### src/verilog/flash_ctrl_pkg.sv
package flash_ctrl_pkg;

	// ----------------------------------------
	// Register map (byte-wide registers except the 32-bit IDX_ARRAY_ADDR, one aligned word each)
	// ----------------------------------------
	localparam int         ADDR_W          = 8;
	localparam logic [7:0] IDX_CLKDIV      = 8'h00;
	localparam logic [7:0] IDX_SECURITY    = 8'h01;
	localparam logic [7:0] IDX_CONFIG      = 8'h03;
	localparam logic [7:0] IDX_PROTECT     = 8'h04;
	localparam logic [7:0] IDX_STATUS      = 8'h05;
	localparam logic [7:0] IDX_COMMAND     = 8'h06;
	localparam logic [7:0] IDX_ARRAY_ADDR  = 8'h08;
	localparam logic [7:0] IDX_ARRAY_DATA  = 8'h09;
	localparam logic [7:0] IDX_MODE        = 8'h0A;

	// ----------------------------------------
	// Status bit positions
	// ----------------------------------------
	localparam int BIT_BEF   = 7;
	localparam int BIT_CCF   = 6;
	localparam int BIT_PVF   = 5;
	localparam int BIT_AEF   = 4;
	localparam int BIT_BLANK = 2;
	localparam int BIT_FAIL  = 1;
	localparam int BIT_DONE  = 0;

	// Configuration bit positions
	localparam int BIT_BE_IE = 7;
	localparam int BIT_CC_IE = 6;

	// Mode register bit positions
	localparam int BIT_SPECIAL = 0;
	localparam int BIT_STOP    = 1;
	localparam int BIT_NONSEC  = 2;

	// Security: enabled unless this key is loaded
	localparam logic [1:0] SEC_OPEN_KEY = 2'h2;
	localparam logic [7:0] PROT_NONE    = 8'hFF;

	// ----------------------------------------
	// Command codes
	// ----------------------------------------
	localparam logic [7:0] CMD_BLANK   = 8'h05;
	localparam logic [7:0] CMD_PROGRAM = 8'h20;
	localparam logic [7:0] CMD_SECTOR  = 8'h40;
	localparam logic [7:0] CMD_MASS    = 8'h41;

	// ----------------------------------------
	// Timing
	// ----------------------------------------
	localparam int         CLK_MHZ      = 100;
	localparam int         EXEC_TIME_US = 20;
	localparam int         EXEC_CYCLES  = EXEC_TIME_US * CLK_MHZ;
	localparam int         LOAD_CYCLES  = 4;
	localparam logic [2:0] SCEN_FULL    = 3'h7;
	localparam logic [2:0] SCEN_LIMITED = 3'h6;

	typedef enum {SEQ_IDLE, SEQ_WORD, SEQ_CMD} seq_state_t;

	typedef struct packed {
		logic                  cyc;
		logic                  stb;
		logic                  we;
		logic [3:0]            sel;
		logic [ADDR_W+1:0]     adr;
		logic [31:0]           dat;
	} wb_req_t;

	typedef struct packed {
		logic       launch;
		logic [7:0] cmd;
		logic [15:0] addr;
	} exec_req_t;

endpackage

### src/verilog/flash_command_controller.sv
// Our own choice: the Wishbone interface to the registers.
`timescale 1ns/1ps
module flash_command_controller
	import flash_ctrl_pkg::*;
#(
	parameter int EXEC_COUNT = EXEC_CYCLES
) (
	input  wire logic            i_clk,
	input  wire logic            i_sys_rst,
	input  wire logic            i_wb_cyc,
	input  wire logic            i_wb_stb,
	input  wire logic            i_wb_we,
	input  wire logic [3:0]      i_wb_sel,
	input  wire logic [ADDR_W+1:0] i_wb_adr,
	input  wire logic [31:0]     i_wb_dat,
	input  wire logic [7:0]      i_nv_protect,
	input  wire logic [7:0]      i_nv_security,
	output logic [31:0]          o_wb_dat,
	output logic                 o_wb_ack,
	output logic                 o_cpu_hold,
	output logic                 o_irq_buffer_empty,
	output logic                 o_irq_complete,
	output logic                 o_exec_busy
);
	// ----------------------------------------
	// Declarations
	// ----------------------------------------
	wb_req_t     req;
	exec_req_t   exec;
	seq_state_t  seq;
	logic        loader_busy;
	logic [7:0]  protect_setting_reg;
	logic [7:0]  security_setting_reg;
	logic [7:0]  nv_prot_loaded;
	logic [7:0]  nv_sec_loaded;
	logic        timer_busy;
	logic        timer_done;
	logic        timer_abort;
	logic [7:0]  clock_divider_reg;
	logic        divider_set;
	logic [7:0]  configuration_reg;
	logic [7:0]  mode_reg;
	logic [7:0]  command_reg;
	logic [15:0] word_addr;
	logic [15:0] word_data;
	logic        buffer_empty_flag;
	logic        command_complete_flag;
	logic        access_error_flag;
	logic        protection_violation_flag;
	logic        fail_flag;
	logic        done_flag;
	logic        blank_flag;
	logic        pending;
	logic [7:0]  idx;
	logic        wr;
	logic        rd;
	logic [7:0]  wbyte;
	logic        byte_only;
	logic        special;
	logic        stop_req;
	logic        secured;
	logic        next_aerr;
	logic        next_protection_violation_flag;
	logic        abort;
	logic        launch;
	logic        cmd_valid;
	logic [2:0]  scen_cur;
	logic [2:0]  scen_new;
	logic        scen_ok;
	logic        addr_protected;

	assign req = '{cyc: i_wb_cyc, stb: i_wb_stb, we: i_wb_we, sel: i_wb_sel, adr: i_wb_adr, dat: i_wb_dat};

	// ----------------------------------------
	// Sub-blocks
	// ----------------------------------------
	flash_reset_loader u_loader (
		.i_clk         (i_clk),
		.i_sys_rst     (i_sys_rst),
		.i_nv_protect  (i_nv_protect),
		.i_nv_security (i_nv_security),
		.o_busy        (loader_busy),
		.o_protect     (nv_prot_loaded),
		.o_security    (nv_sec_loaded)
	);

	flash_exec_timer #(.EXEC_COUNT(EXEC_COUNT)) u_timer (
		.i_clk     (i_clk),
		.i_sys_rst (i_sys_rst),
		.i_start   (exec.launch),
		.i_abort   (timer_abort),
		.o_busy    (timer_busy),
		.o_done    (timer_done)
	);

	// ----------------------------------------
	// Bus decode
	// ----------------------------------------
	// Registers other than IDX_ARRAY_ADDR are byte wide, so only lane 0 counts as their data
	assign idx       = i_wb_adr[ADDR_W+1:2];
	assign wr        = req.cyc && req.stb && req.we && !o_wb_ack && !loader_busy;
	assign rd        = req.cyc && req.stb && !req.we && !o_wb_ack;
	assign wbyte     = req.dat[7:0];
	assign byte_only = (req.sel != 4'h3);
	assign special   = mode_reg[BIT_SPECIAL];
	assign stop_req  = mode_reg[BIT_STOP];
	assign secured   = (security_setting_reg[1:0] != SEC_OPEN_KEY);
	assign scen_cur  = protect_setting_reg[2:0];
	assign scen_new  = wbyte[2:0];

	// Command codes understood by the controller
	always_comb begin
		unique case (wbyte)
			CMD_BLANK, CMD_PROGRAM, CMD_SECTOR, CMD_MASS: cmd_valid = 1'b1;
			default:                                     cmd_valid = 1'b0;
		endcase
	end

	// Scenario 6 reaches only 1, 3, 4 and 6; scenario 7 reaches all
	always_comb begin
		scen_ok = 1'b0;
		if (scen_cur == SCEN_FULL)
			scen_ok = 1'b1;
		else if (scen_cur == SCEN_LIMITED)
			scen_ok = (scen_new == 3'h1) || (scen_new == 3'h3) || (scen_new == 3'h4) || (scen_new == 3'h6);
		else
			scen_ok = (scen_new == scen_cur);
	end

	// Upper half of array is protected when protection bit 7 clear
	assign addr_protected = !protect_setting_reg[7] && word_addr[15];

	// ----------------------------------------
	// Sequence error detection
	// ----------------------------------------
	always_comb begin
		next_aerr  = 1'b0;
		next_protection_violation_flag = 1'b0;
		launch     = 1'b0;
		if (stop_req && (timer_busy || pending))
			next_aerr = 1'b1;
		if (wr) begin
			if (idx == IDX_ARRAY_ADDR) begin
				if (!divider_set || byte_only || req.dat[16])
					next_aerr = 1'b1;
				else if (!buffer_empty_flag || seq != SEQ_IDLE)
					next_aerr = 1'b1;
			end else if (seq == SEQ_WORD) begin
				if (idx != IDX_COMMAND)
					next_aerr = 1'b1;
				else if (!cmd_valid)
					next_aerr = 1'b1;
				else if (secured && mode_reg[BIT_NONSEC] && wbyte != CMD_MASS)
					next_aerr = 1'b1;
				else if (wbyte == CMD_MASS && protect_setting_reg != PROT_NONE)
					next_protection_violation_flag = 1'b1;
				else if (wbyte != CMD_MASS && addr_protected)
					next_protection_violation_flag = 1'b1;
			end else if (seq == SEQ_CMD) begin
				if (idx == IDX_COMMAND)
					next_aerr = 1'b1;
				else if (idx != IDX_STATUS)
					next_aerr = 1'b1;
				else if (!wbyte[BIT_BEF])
					next_aerr = 1'b1;
				else if (!access_error_flag && !protection_violation_flag)
					launch = 1'b1;
			end
		end
	end

	assign abort       = next_aerr || next_protection_violation_flag;
	assign timer_abort = stop_req && timer_busy;
	assign exec        = '{launch: launch, cmd: command_reg, addr: word_addr};

	// ----------------------------------------
	// Command write sequence
	// ----------------------------------------
	always_ff @(posedge i_clk or posedge i_sys_rst) begin
		if (i_sys_rst) begin
			seq         <= SEQ_IDLE;
			word_addr   <= 16'h0000;
			word_data   <= 16'h0000;
			command_reg <= 8'h00;
			pending     <= 1'b0;
		end else begin
			if (abort) begin
				seq     <= SEQ_IDLE;
				pending <= 1'b0;
			end else if (launch || (wr && seq == SEQ_CMD)) begin
				seq     <= SEQ_IDLE; // A locked launch still closes the sequence
				pending <= launch && timer_busy;
			end else if (wr && idx == IDX_ARRAY_ADDR) begin
				seq       <= SEQ_WORD;
				word_addr <= req.dat[31:16];
				word_data <= req.dat[15:0];
			end else if (wr && seq == SEQ_WORD) begin
				seq         <= SEQ_CMD;
				command_reg <= wbyte;
			end
			if (timer_done && pending)
				pending <= 1'b0;
		end
	end

	// ----------------------------------------
	// Status flags
	// ----------------------------------------
	// Hardware sets win over software clears in the same cycle
	always_ff @(posedge i_clk or posedge i_sys_rst) begin
		if (i_sys_rst) begin
			buffer_empty_flag         <= 1'b1;
			command_complete_flag     <= 1'b1;
			access_error_flag         <= 1'b0;
			protection_violation_flag <= 1'b0;
			fail_flag                 <= 1'b0;
			done_flag                 <= 1'b0;
			blank_flag                <= 1'b0;
		end else begin
			if (wr && idx == IDX_STATUS) begin
				if (wbyte[BIT_AEF])
					access_error_flag <= 1'b0;
				if (wbyte[BIT_PVF])
					protection_violation_flag <= 1'b0;
				if (special)
					fail_flag <= wbyte[BIT_FAIL];
			end
			if (next_aerr)
				access_error_flag <= 1'b1;
			if (next_protection_violation_flag)
				protection_violation_flag <= 1'b1;
			if (launch) begin
				buffer_empty_flag     <= pending || !timer_busy ? 1'b0 : 1'b1;
				command_complete_flag <= 1'b0;
			end else if (timer_done) begin
				buffer_empty_flag <= 1'b1;
				if (!pending)
					command_complete_flag <= 1'b1;
				done_flag  <= 1'b1;
				blank_flag <= (command_reg == CMD_BLANK);
			end else if ((abort && !timer_busy) || timer_abort) begin // Running command outlives a bad sequence
				buffer_empty_flag     <= 1'b1;
				command_complete_flag <= 1'b1;
			end
		end
	end

	// ----------------------------------------
	// Software registers
	// ----------------------------------------
	always_ff @(posedge i_clk or posedge i_sys_rst) begin
		if (i_sys_rst) begin
			clock_divider_reg    <= 8'h00;
			divider_set          <= 1'b0;
			configuration_reg    <= 8'h00;
			mode_reg             <= 8'h00;
			protect_setting_reg  <= PROT_NONE;
			security_setting_reg <= 8'h00;
		end else begin
			if (loader_busy) begin
				protect_setting_reg  <= nv_prot_loaded;
				security_setting_reg <= nv_sec_loaded;
			end else if (wr && seq == SEQ_IDLE) begin
				unique case (idx)
					IDX_CLKDIV: begin
						if (!divider_set) begin
							clock_divider_reg <= wbyte;
							divider_set       <= 1'b1;
						end
					end
					IDX_CONFIG:  configuration_reg <= wbyte;
					IDX_MODE:    mode_reg          <= wbyte;
					IDX_PROTECT: begin
						if (scen_ok)
							protect_setting_reg <= {wbyte[7:3], scen_new};
					end
					default: ;
				endcase
			end
		end
	end

	// ----------------------------------------
	// Bus answer and outputs
	// ----------------------------------------
	// One-cycle ack; unmapped reads return zero
	always_ff @(posedge i_clk or posedge i_sys_rst) begin
		if (i_sys_rst) begin
			o_wb_ack <= 1'b0;
			o_wb_dat <= 32'h0;
		end else begin
			o_wb_ack <= req.cyc && req.stb && !o_wb_ack && !loader_busy;
			if (rd) begin
				unique case (idx)
					IDX_CLKDIV:   o_wb_dat <= {24'h0, clock_divider_reg};
					IDX_SECURITY: o_wb_dat <= {24'h0, security_setting_reg};
					IDX_CONFIG:   o_wb_dat <= {24'h0, configuration_reg};
					IDX_PROTECT:  o_wb_dat <= {24'h0, protect_setting_reg};
					IDX_STATUS:   o_wb_dat <= {24'h0, buffer_empty_flag, command_complete_flag,
						protection_violation_flag, access_error_flag, 1'b0, blank_flag,
						special & fail_flag, special & done_flag};
					IDX_COMMAND:  o_wb_dat <= {24'h0, command_reg};
					IDX_MODE:     o_wb_dat <= {24'h0, mode_reg};
					IDX_ARRAY_ADDR: o_wb_dat <= command_complete_flag ? {word_addr, word_data} : 32'h0;
					default:      o_wb_dat <= 32'h0;
				endcase
			end
		end
	end

	// Interrupt requests and status outputs registered
	always_ff @(posedge i_clk or posedge i_sys_rst) begin
		if (i_sys_rst) begin
			o_irq_buffer_empty <= 1'b0;
			o_irq_complete     <= 1'b0;
			o_cpu_hold         <= 1'b1;
			o_exec_busy        <= 1'b0;
		end else begin
			o_irq_buffer_empty <= buffer_empty_flag && configuration_reg[BIT_BE_IE];
			o_irq_complete     <= command_complete_flag && configuration_reg[BIT_CC_IE];
			o_cpu_hold         <= loader_busy;
			o_exec_busy        <= timer_busy;
		end
	end
endmodule // flash_command_controller

### src/verilog/flash_reset_loader.sv
`timescale 1ns/1ps
module flash_reset_loader
	import flash_ctrl_pkg::*;
(
	input  wire logic       i_clk,
	input  wire logic       i_sys_rst,
	input  wire logic [7:0] i_nv_protect,
	input  wire logic [7:0] i_nv_security,
	output logic            o_busy,
	output logic [7:0]      o_protect,
	output logic [7:0]      o_security
);
	logic [2:0] count;

	// ----------------------------------------
	// Reset-time load
	// ----------------------------------------
	// Busy holds the CPU off until the settings are captured
	always_ff @(posedge i_clk or posedge i_sys_rst) begin
		if (i_sys_rst) begin
			count  <= 3'h0;
			o_busy <= 1'b1;
		end else if (o_busy) begin
			count <= count + 3'h1;
			if (count == 3'(LOAD_CYCLES - 1))
				o_busy <= 1'b0;
		end
	end

	// Values taken after release, never inside the reset branch
	always_ff @(posedge i_clk or posedge i_sys_rst) begin
		if (i_sys_rst) begin
			o_protect  <= PROT_NONE;
			o_security <= 8'h00;
		end else if (o_busy) begin // Tracked all load long so the copy at its end is current
			o_protect  <= i_nv_protect;
			o_security <= i_nv_security;
		end
	end
endmodule // flash_reset_loader

### src/verilog/flash_exec_timer.sv
`timescale 1ns/1ps
module flash_exec_timer
	import flash_ctrl_pkg::*;
#(
	parameter int EXEC_COUNT = EXEC_CYCLES
) (
	input  wire logic i_clk,
	input  wire logic i_sys_rst,
	input  wire logic i_start,
	input  wire logic i_abort,
	output logic      o_busy,
	output logic      o_done
);
	logic [31:0] count;

	// ----------------------------------------
	// Array operation timer
	// ----------------------------------------
	// Abort clears at once; array contents then undefined
	always_ff @(posedge i_clk or posedge i_sys_rst) begin
		if (i_sys_rst) begin
			count  <= 32'h0;
			o_busy <= 1'b0;
			o_done <= 1'b0;
		end else begin
			o_done <= 1'b0;
			if (i_abort) begin
				o_busy <= 1'b0;
			end else if (i_start && !o_busy) begin
				o_busy <= 1'b1;
				count  <= 32'(EXEC_COUNT - 1);
			end else if (o_busy) begin
				if (count == 32'h0) begin
					o_busy <= 1'b0;
					o_done <= 1'b1;
				end else begin
					count <= count - 32'h1;
				end
			end
		end
	end
endmodule // flash_exec_timer

### config.mk
export PLATFORM = sky130hd
export DESIGN_NAME = flash_command_controller
export DESIGN_NICKNAME = d
export VERILOG_FILES = /design/src/verilog/flash_ctrl_pkg.sv /design/src/verilog/flash_command_controller.sv /design/src/verilog/flash_reset_loader.sv /design/src/verilog/flash_exec_timer.sv
export SDC_FILE = /design/constraint.sdc
export NUM_CORES = 1
export LEC_CHECK = 0
export BUFFER_PORTS_ARGS = -buffer_cell sky130_fd_sc_hd__buf_2
export CELL_PAD_IN_SITES_DETAIL_PLACEMENT = 2
export CELL_PAD_IN_SITES_GLOBAL_PLACEMENT = 2
export CORE_ASPECT_RATIO = 1.5
export CORE_MARGIN = 2
export CORE_UTILIZATION = 35
export CTS_CLUSTER_SIZE = 40
export DETAILED_ROUTE_END_ITERATION = 7
export PLACE_DENSITY_LB_ADDON = 0.1
export SETUP_SLACK_MARGIN = 0.15
export SLEW_MARGIN = 25
export SYNTH_ARGS = -nofsm -noshare
export SYNTH_HDL_FRONTEND = slang
export SYNTH_SLANG_ARGS = --single-unit
### constraint.sdc
create_clock -name i_clk -period 5.2 [get_ports i_clk]
set_clock_uncertainty 0.15 [all_clocks]
set_input_delay 0.52 -clock i_clk [delete_from_list [all_inputs] [get_ports i_clk]]
set_output_delay 0.52 -clock i_clk [all_outputs]
set_load 0.05 [all_outputs]
==> results.tsv, run 1 <==
metric	value	unit
post-synth top area cell	dfrtp_1	
Layout Nets	869	
Layout area overhead	17.5	%
antenna-violating nets left	0	
largest net degree at the start of global routing	183	
drt via density	5.37	
Die Span Y	192	um
cts repair resizes	0	
die width	130	um
uppermost layer routed	met4	
crit share post-route	0.624	
VDD IR-drop max	0.236	mV
die area	24900	um^2
total grt overflow	0	
Slew Limit Fails	0	
Relative slew margins	0.369	
initial cell density of the core	0.353	
cells along the critical path	or4_1, nor4b_1, o211ai_1, nor3_2, mux2_2	
synthesized net count	775	
DRT Pass-1 Iters	4	
Crit. End Element	flop	
Flop pwr share	0.507	
WP data required	5.39	ns
CTS buffer count	17	
worst r2r path cells	5	
Core Box Area	23500	um^2
fill cell count	2483	
RSZ-0062 raised after global routing	no	
H-tree depth	4	
leakage power	0.00471	uW
DP Wirelength	16900	um
CP max stage delay	0.67	ns
Design Area, Final	9730	um^2
Avg WL per Cell	21.4	um
Clock power frac	0.447	
n_diodes	0	
DRC Markers	0	
Pint	2120	uW
CTS tree	done	
CP Depth	5	
outcome	complete, but fails checks	
Final setup viols	0	
top cells by count, synth	dfrtp_1 (162), mux2_2 (80), nor2_1 (55), nand2_1 (37), clkbuf_1 (25)	
top cells by area, synth	dfrtp_1 (49%), mux2_2 (11%), dfstp_2 (6.3%)	
pwr dens	290	nW/um^2
Seq/Total Area, Yosys	0.553	
first-pass GRT wire length	39000	um
via count	6066	
most common cell in the netlist	dfrtp_1	
FF-to-FF setup slack	1.95	ns
fin worst setup slack	1.95	ns
Max Fclk	308	MHz
share of the synthesized area in the top cell type	0.489	
Bufs on Longest Clock Path	2	
Iter 0 DRT Violations	245	
Setup Slack @ Placement	1.66	ns
Fin Setup TNS	0	ns
crit path time final	3.25	ns
Clk Latency, worst-skew pair	0.45	ns
gp weighted congestion	0.825	
Cells after Synth	704	
asr flop ratio synth	1.00	
Worst Tran Pin Value	0.946	ns
WL met1	9470	um
io pins	104	
worst setup path end	command_reg[6]	
row count	69	
Crit-path slowest cell	nor4b_1	
Sw Pwr	705	uW
Max FO, Critical Path	8	
Worst Path Arrival	3.43	ns
startpoint type of the worst setup path	flop	
Synth Register Bits	182	
# clock sinks	182	
Top Registers	o_wb_dat x32, u_timer.count x32	
met2 WL post-DR	13100	um
gr usage total	0.206	
Root Driver	clkbuf_16	
Min Hold Slack	-0.0156	ns
drt total wl	24200	um
Crit Path Class	flop to flop	
Post-synth EDFFs	0	
Post-CTS Setup Repair Bufs	0	
met3 wire length	784	um
switching share of power	0.250	
Clock transition at path regs	0.07	ns
average size of a mapped cell	11.8	um^2
combinational share of power	0.046	
maxcap violations	0	
port bufs	101	
Synth Cell Area	8280	um^2
synthesis warning total	0	
initial antenna violation count	1	
placement-stage cell area	9130	um^2
Reg-to-Reg End	command_reg[6]	
Synth Flop Type	dfrtp_1	
hold buffer count at CTS	0	
Netlist cell types	66	
reg2reg start	seq[0]	
vias in the first global route	6906	
layout cells sized above 1	0.324	
failing checks	hold timing	
CP delay by family, top	simple AND/OR/NAND/NOR gates	
Fin. Hold Viols	4	
CP startpoint	seq[0]	
worst path buffer plus inverter count	0	
Hold Crit Class	primary input to asynchronous set/reset pin	
power groups by stage:
| stage | clock network (uW) | registers [uW] | logic, uW |
|---|---|---|---|
| floorplan | 0 | 1460 | 63.9 |
| global placement | 0 | 1460 | 126 |
| detailed placement | 0 | 1460 | 130 |
| CTS | 1300 | 1430 | 131 |
| global route | 1360 | 1430 | 144 |
| finish | 1260 | 1430 | 130 |
kinds of logic after synthesis:
kind of cell | Yosys count | synth area share
flops | 182 | 0.553
xor+xnor | 23 | 0.0243
mux | 106 | 0.140
buf+inv | 45 | 0.0224
fa+ha+maj | 4 | 0.00604
simple gates | 222 | 0.152
compound gates | 122 | 0.102
worst reg2reg max path, stage by stage, from the launching register on:
cell and delay (ns):
dfrtp_1 0.45, or4_1 0.53, nor4b_1 0.67, o211ai_1 0.25, nor3_2 0.65, mux2_2 0.42
worst min-delay path by stage:
| stage | to | depth (start not counted) |
|---|---|---|
| after floorplan | o_cpu_hold | 0 |
| after detailed placement | u_loader.count[0] | 1 |
| after CTS | word_addr[11] | 2 |
| after global placement | done_flag | 1 |
| after global routing | u_timer.count[8] | 3 |
| final | u_timer.count[8] | 3 |
per-stage QoR:
stage | utilization | hold slack [ns] | std cells | power (uW)
after floorplan | - | 0.208 | 704 | 1520
after global placement | 0.389 | 0.304 | 1097 | 1580
after detailed placement | 0.389 | 0.317 | 1097 | 1590
after CTS | 0.413 | 0.117 | 1129 | 2870
after global routing | 0.414 | 0.0283 | 1130 | 2930
final | 0.414 | -0.0156 | 1130 | 2820
layout by cell type, fill, tap and decap left out, drive strengths merged, types with 3 or more instances in the layout:
cell      instances
a211oi            7
a21oi            22
a221oi            3
a222oi            7
a22o             24
a31o              3
a31oi             4
and2              7
and3              6
buf             110
clkbuf           19
clkinvlp          4
dfrtp           162
dfstp            20
ha                4
inv              17
mux2             82
mux2i            24
nand2            39
nand2b            6
nand3            23
nand3b            5
nand4            10
nor2             55
nor2b            13
nor3             15
nor4              5
nor4b             6
nor4bb            3
o211ai            5
o21ai            31
o31ai             3
or3               3
or4              12
xor2             23
metal layers:
layer,track usage,vias up
met1,0.238,3157
met4,0.0902,0
met5,0,-
li1,-,2754
met2,0.366,113
met3,0.0419,42
final cells by class:
class                   count  area (um^2)  share of cell area
flip-flops and latches    182         4580               0.471
multi-input cells         477         3540               0.364
repair buffers            110          606              0.0622
clock buffers              19          453              0.0465
well taps                 319          399              0.0410
clock inverters            13          113              0.0116
inverters                  10         41.3             0.00424
(Power assumes the default switching activity.)
==> run 2, diff against run 1 <==
==> constraint.sdc (replaced) <==
create_clock -name i_clk -period 2.9 [get_ports i_clk]
set_clock_uncertainty 0.15 [all_clocks]
set_input_delay 0.29 -clock i_clk [delete_from_list [all_inputs] [get_ports i_clk]]
set_output_delay 0.29 -clock i_clk [all_outputs]
set_load 0.05 [all_outputs]
==> results.tsv, run 2 (synthesis results as in run 1) <==
metric	value	unit	change
outcome	complete, but fails checks		
failing checks	setup timing		
CP max stage delay	0.54	ns	-0.13 ns
# clock sinks	182		unchanged
Die Span Y	192	um	unchanged
io pins	104		unchanged
Core Box Area	23500	um^2	unchanged
Crit Path Class	flop to flop		
largest net degree at the start of global routing	112		-39%
Clock power frac	0.461		+0.014
port bufs	101		unchanged
Seq. cell area	4580	um^2	unchanged
crit path time final	2.93	ns	-0.311 ns
fin worst setup slack	-0.0343	ns	-1.99 ns
placed insts	1144		+4.3%
Design Area, Final	10900	um^2	+12%
Bufs on Longest Clock Path	2		unchanged
initial cell density of the core	0.353		unchanged
crit share post-route	1.01		+0.388
Max FO, Critical Path	2		-6
cells along the critical path	or4_4, or4_4, or4_4, or3_4, or4_1, nand2_1		
maxcap violations	0		unchanged
die area	24900	um^2	unchanged
CTS tree	done		
most common cell after layout, fill and taps aside	dfrtp_1		
VDD IR-drop max	0.444	mV	+88%
Power, Total	5310	uW	+88%
Sw Pwr	1240	uW	+76%
via count	6505		+7.2%
fill cell count	2442		-1.7%
Avg WL per Cell	21.8	um	+2.2%
Hold Crit Class	primary input to flop		
layout cells sized above 1	0.368		+0.0440
worst path buffer plus inverter count	0		unchanged
Slew Limit Fails	0		unchanged
total grt overflow	0		unchanged
RSZ-0062 raised after global routing	yes		
drt via density	5.27		-1.8%
Final setup viols	1		+1
met2 WL post-DR	15300	um	+17%
DRT Pass-1 Iters	5		+1
WP data required	3.13	ns	-2.26 ns
switching share of power	0.234		-0.0157
WL met1	10100	um	+6.3%
Worst Tran Pin Value	0.742	ns	-0.204 ns
Setup Slack @ Placement	-0.0575	ns	-1.72 ns
CP delay by family, top	simple AND/OR/NAND/NOR gates		
pwr dens	488	nW/um^2	+68%
final core utilization	0.463		+0.0487
leakage power	0.00527	uW	+12%
Flop pwr share	0.484		-0.023
Layout Nets	973		+12%
met3 wire length	659	um	-16%
n_diodes	0		unchanged
Pint	4070	uW	+92%
die width	130	um	unchanged
Clock transition at path regs	0.07	ns	about the same
vias in the first global route	7409		+7.3%
Non-Filler Instances	1234		+9.2%
commonest non-fill, non-tap cells in the layout	dfrtp_1 (162), buf_2 (102), mux2_2 (80), buf_4 (56), nor2_1 (54)		
startpoint type of the worst setup path	flop		
Max Fclk	341	MHz	+11%
Fin. Hold Viols	0		-4
gr usage total	0.222		+0.0153
Iter 0 DRT Violations	233		-4.9%
placement-stage cell area	9530	um^2	+4.3%
Layout area overhead	31.3	%	
Root Driver	clkbuf_16		
row count	69		unchanged
DRC Markers	0		unchanged
Clk Latency, worst-skew pair	0.44	ns	about the same
antenna-violating nets left	0		unchanged
Top Registers	o_wb_dat x32, u_timer.count x32		
initial antenna violation count	0		-1
uppermost layer routed	met4		
DP Wirelength	18300	um	+8.6%
H-tree depth	4		unchanged
Relative slew margins	0.501		+0.132
cell mode on critical path	or4_4		
drt total wl	27000	um	+12%
combinational share of power	0.056		+0.010
first-pass GRT wire length	41600	um	+6.7%
Worst Path Arrival	3.17	ns	-0.26 ns
gp weighted congestion	0.865		+4.9%
multi-input logic area	3640	um^2	+2.9%
Crit. End Element	flop		
CTS buffer count	17		unchanged
Crit-path slowest cell	or4_4		
run 2: cell count changes in the layout (fill, tap and decap cells not counted), sizes merged:
cell,previous run,this run
clkbuf,19,21
clkinvlp,4,3
buf,110,172
dlygate4sd3,0,40
bufinv,0,3
clkinv,2,5
inv,17,12
run 2: per-stage QoR:
stage	setup TNS, ns	hold WS (ns)
floorplan	0	0.208
global placement	-0.0175	0.176
detailed placement	-0.0575	0.183
CTS	-0.0537	0.0589
global route	-0.105	0.0709
finish	-0.0343	0.0715
run 2: final timing paths:
path	start	end	slack, ns	cells past startpoint
worst max-delay path	u_timer.count[17]	u_timer.count[29]	-0.03	6
worst min-delay path	i_wb_dat[3]	word_data[3]	0.07	2
worst max register to register	u_timer.count[17]	u_timer.count[29]	-0.03	6
worst min register to register	u_loader.o_protect[7]	protect_setting_reg[7]	0.33	2
max in group asynchronous	i_sys_rst	command_reg[6]	1.41	4
min in group asynchronous	i_sys_rst	u_timer.count[29]	0.26	3
run 2: layer usage:
layer | GRT usage | up-vias
met5 | 0 | -
met4 | 0.0918 | 0
met3 | 0.0388 | 40
met2 | 0.419 | 108
met1 | 0.239 | 3383
li1 | - | 2974
run 2: repair_timing:
action,in CTS,in global routing
hold buffers,40,0
pin swaps,6,12
setup buffers,5,9
resized for setup,10,18
endpoints found under the setup margin,37,47
gates cloned,1,3
hold endpoints to repair,54,0
run 2: power groups by stage:
stage          registers (uW)  logic (uW)  clock network, uW
2_1_floorplan            2610         115                  0
3_3_place_gp             2610         245                  0
3_5_place_dp             2610         252                  0
4_1_cts                  2570         298               2520
5_1_grt                  2570         324               2610
6_report                 2570         295               2450
run 2: final cells by class:
cell class                 instances  area share
sequential                       182       0.421
multi-input combinational        477       0.335
timing repair buffer             214       0.147
clock buffer                      19      0.0407
tap                              319      0.0367
clock inverter                    13      0.0156
inverter                          10     0.00380
==> run 3, diff against run 2 <==
--- a/config.mk
+++ b/config.mk
@@ -11,6 +11,8 @@
 export CORE_ASPECT_RATIO = 1.5
 export CORE_MARGIN = 2
 export CORE_UTILIZATION = 35
+export CTS_BUF_LIST = sky130_fd_sc_hd__clkbuf_16
+export CTS_CLUSTER_DIAMETER = 150
 export CTS_CLUSTER_SIZE = 40
 export DETAILED_ROUTE_END_ITERATION = 7
 export PLACE_DENSITY_LB_ADDON = 0.1
==> results.tsv, run 3 (synthesis results as in run 1) <==
metric	value	unit	change
Max FO, Critical Path	2		unchanged
n_diodes	0		unchanged
most common cell after layout, fill and taps aside	dfrtp_1		
gr usage total	0.222		+0.000397
total grt overflow	0		unchanged
Root Driver	clkbuf_16		
failing checks	setup timing		
# clock sinks	182		unchanged
crit path time final	2.94	ns	+0.00196 ns
via count	6544		+0.60%
layout cells sized above 1	0.369		+0.000690
drt via density	5.30		+0.52%
Bufs on Longest Clock Path	2		unchanged
antenna-violating nets left	0		unchanged
VDD IR-drop max	0.439	mV	-1.1%
Crit. End Element	flop		
H-tree depth	4		unchanged
Max Fclk	341	MHz	about the same
port bufs	101		unchanged
Layout Nets	974		+0.10%
WP data required	3.13	ns	about the same
Clk Latency, worst-skew pair	0.44	ns	about the same
Iter 0 DRT Violations	241		+3.4%
CTS buffer count	17		unchanged
initial cell density of the core	0.353		unchanged
Core Box Area	23500	um^2	unchanged
DRT Pass-1 Iters	4		-1
DP Wirelength	18300	um	unchanged
fin worst setup slack	-0.0363	ns	-0.00196 ns
gp weighted congestion	0.865		unchanged
CTS tree	done		
largest net degree at the start of global routing	112		unchanged
Fin. Hold Viols	0		unchanged
Top Registers	o_wb_dat x32, u_timer.count x32		
Hold Crit Class	primary input to flop		
row count	69		unchanged
Avg WL per Cell	22.0	um	+0.89%
outcome	complete, but fails checks		
Fin Setup TNS	-0.0363	ns	-0.00196 ns
final core utilization	0.464		+0.00107
Slew Limit Fails	0		unchanged
drt total wl	27200	um	+0.98%
maxcap violations	0		unchanged
multi-input logic area	3650	um^2	+0.27%
pwr dens	484	nW/um^2	-0.87%
Die Span Y	192	um	unchanged
Worst Path Arrival	3.17	ns	about the same
die area	24900	um^2	unchanged
die width	130	um	unchanged
leakage power	0.00527	uW	+0.16%
Relative slew margins	0.478		-0.0225
RSZ-0062 raised after global routing	yes		
DRC Markers	0		unchanged
Seq. cell area	4580	um^2	unchanged
Worst Tran Pin Value	0.776	ns	+0.0335 ns
commonest non-fill, non-tap cells in the layout	dfrtp_1 (162), buf_2 (102), mux2_2 (79), buf_4 (56), nor2_1 (54)		
crit share post-route	1.01		about the same
startpoint type of the worst setup path	flop		
initial antenna violation count	0		unchanged
io pins	104		unchanged
fill cell count	2445		+0.12%
first-pass GRT wire length	41600	um	about the same
Crit Path Class	flop to flop		
vias in the first global route	7427		+0.24%
Clock transition at path regs	0.07	ns	about the same
Layout area overhead	31.6	%	
Final setup viols	1		unchanged
-- run 3: stage by stage --
| stage | cells | instance area, um^2 | worst slack [ns] | hold WS, ns | total power [uW] |
|---|---|---|---|---|---|
| 4_1_cts | 1222 | 10600 | -0.0537 | 0.0589 | 5350 |
| 3_3_place_gp | 1144 | 9530 | -0.0175 | 0.176 | 2860 |
| 5_1_grt | 1235 | 10900 | -0.0929 | 0.0719 | 5460 |
| 6_report | 1235 | 10900 | -0.0363 | 0.0779 | 5270 |
| 2_1_floorplan | 704 | 8300 | 0.0179 | 0.208 | 2730 |
| 3_5_place_dp | 1144 | 9530 | -0.0575 | 0.183 | 2870 |
-- run 3: critical path: stages, from the launching register on --
cell and delay [ns]:
dfrtp_1 0.39, or4_4 0.54, or4_4 0.45, or4_4 0.54, or3_4 0.34, or4_1 0.40, nand2_1 0.08
-- run 3: worst paths after layout --
path / startpoint / end / slack (ns) / cells after the start
max: u_timer.count[17] / u_timer.count[29] / -0.04 / 6
min: i_wb_dat[3] / word_data[3] / 0.08 / 2
max reg2reg: u_timer.count[17] / u_timer.count[29] / -0.04 / 6
min reg2reg: u_loader.o_protect[7] / protect_setting_reg[7] / 0.33 / 2
max in group asynchronous: i_sys_rst / u_timer.count[12] / 1.39 / 4
min in group asynchronous: i_sys_rst / u_timer.count[29] / 0.27 / 3
-- run 3: layout make-up --
type	instances	share of cell area
Multi-Input combinational cell	477	0.335
Inverter	10	0.00379
Timing Repair Buffer	215	0.149
Sequential cell	182	0.420
Clock inverter	15	0.0163
Clock buffer	17	0.0390
Tap cell	319	0.0366
-- run 3: timing repair --
| action | in CTS | in global routing |
|---|---|---|
| gates resized for setup | 9 | 21 |
| endpoints found under the hold margin | 54 | 0 |
| setup endpoints to repair | 37 | 48 |
| hold buffers | 40 | 0 |
| buffers inserted | 5 | 9 |
| pin swaps | 5 | 15 |
| cloned | 1 | 4 |
-- run 3: power by group --
group          switching, uW  total, uW  internal [uW]
clock                   1050       2410           1360
sequential              13.0       2570           2550
combinational            174        295            121
-- run 3: per-layer routing --
| layer | global-route usage | routed length [um] |
|---|---|---|
| met1 | 0.239 | 10100 |
| met2 | 0.415 | 15300 |
| met3 | 0.0388 | 731 |
| met4 | 0.104 | 1110 |
| met5 | 0 | 0 |
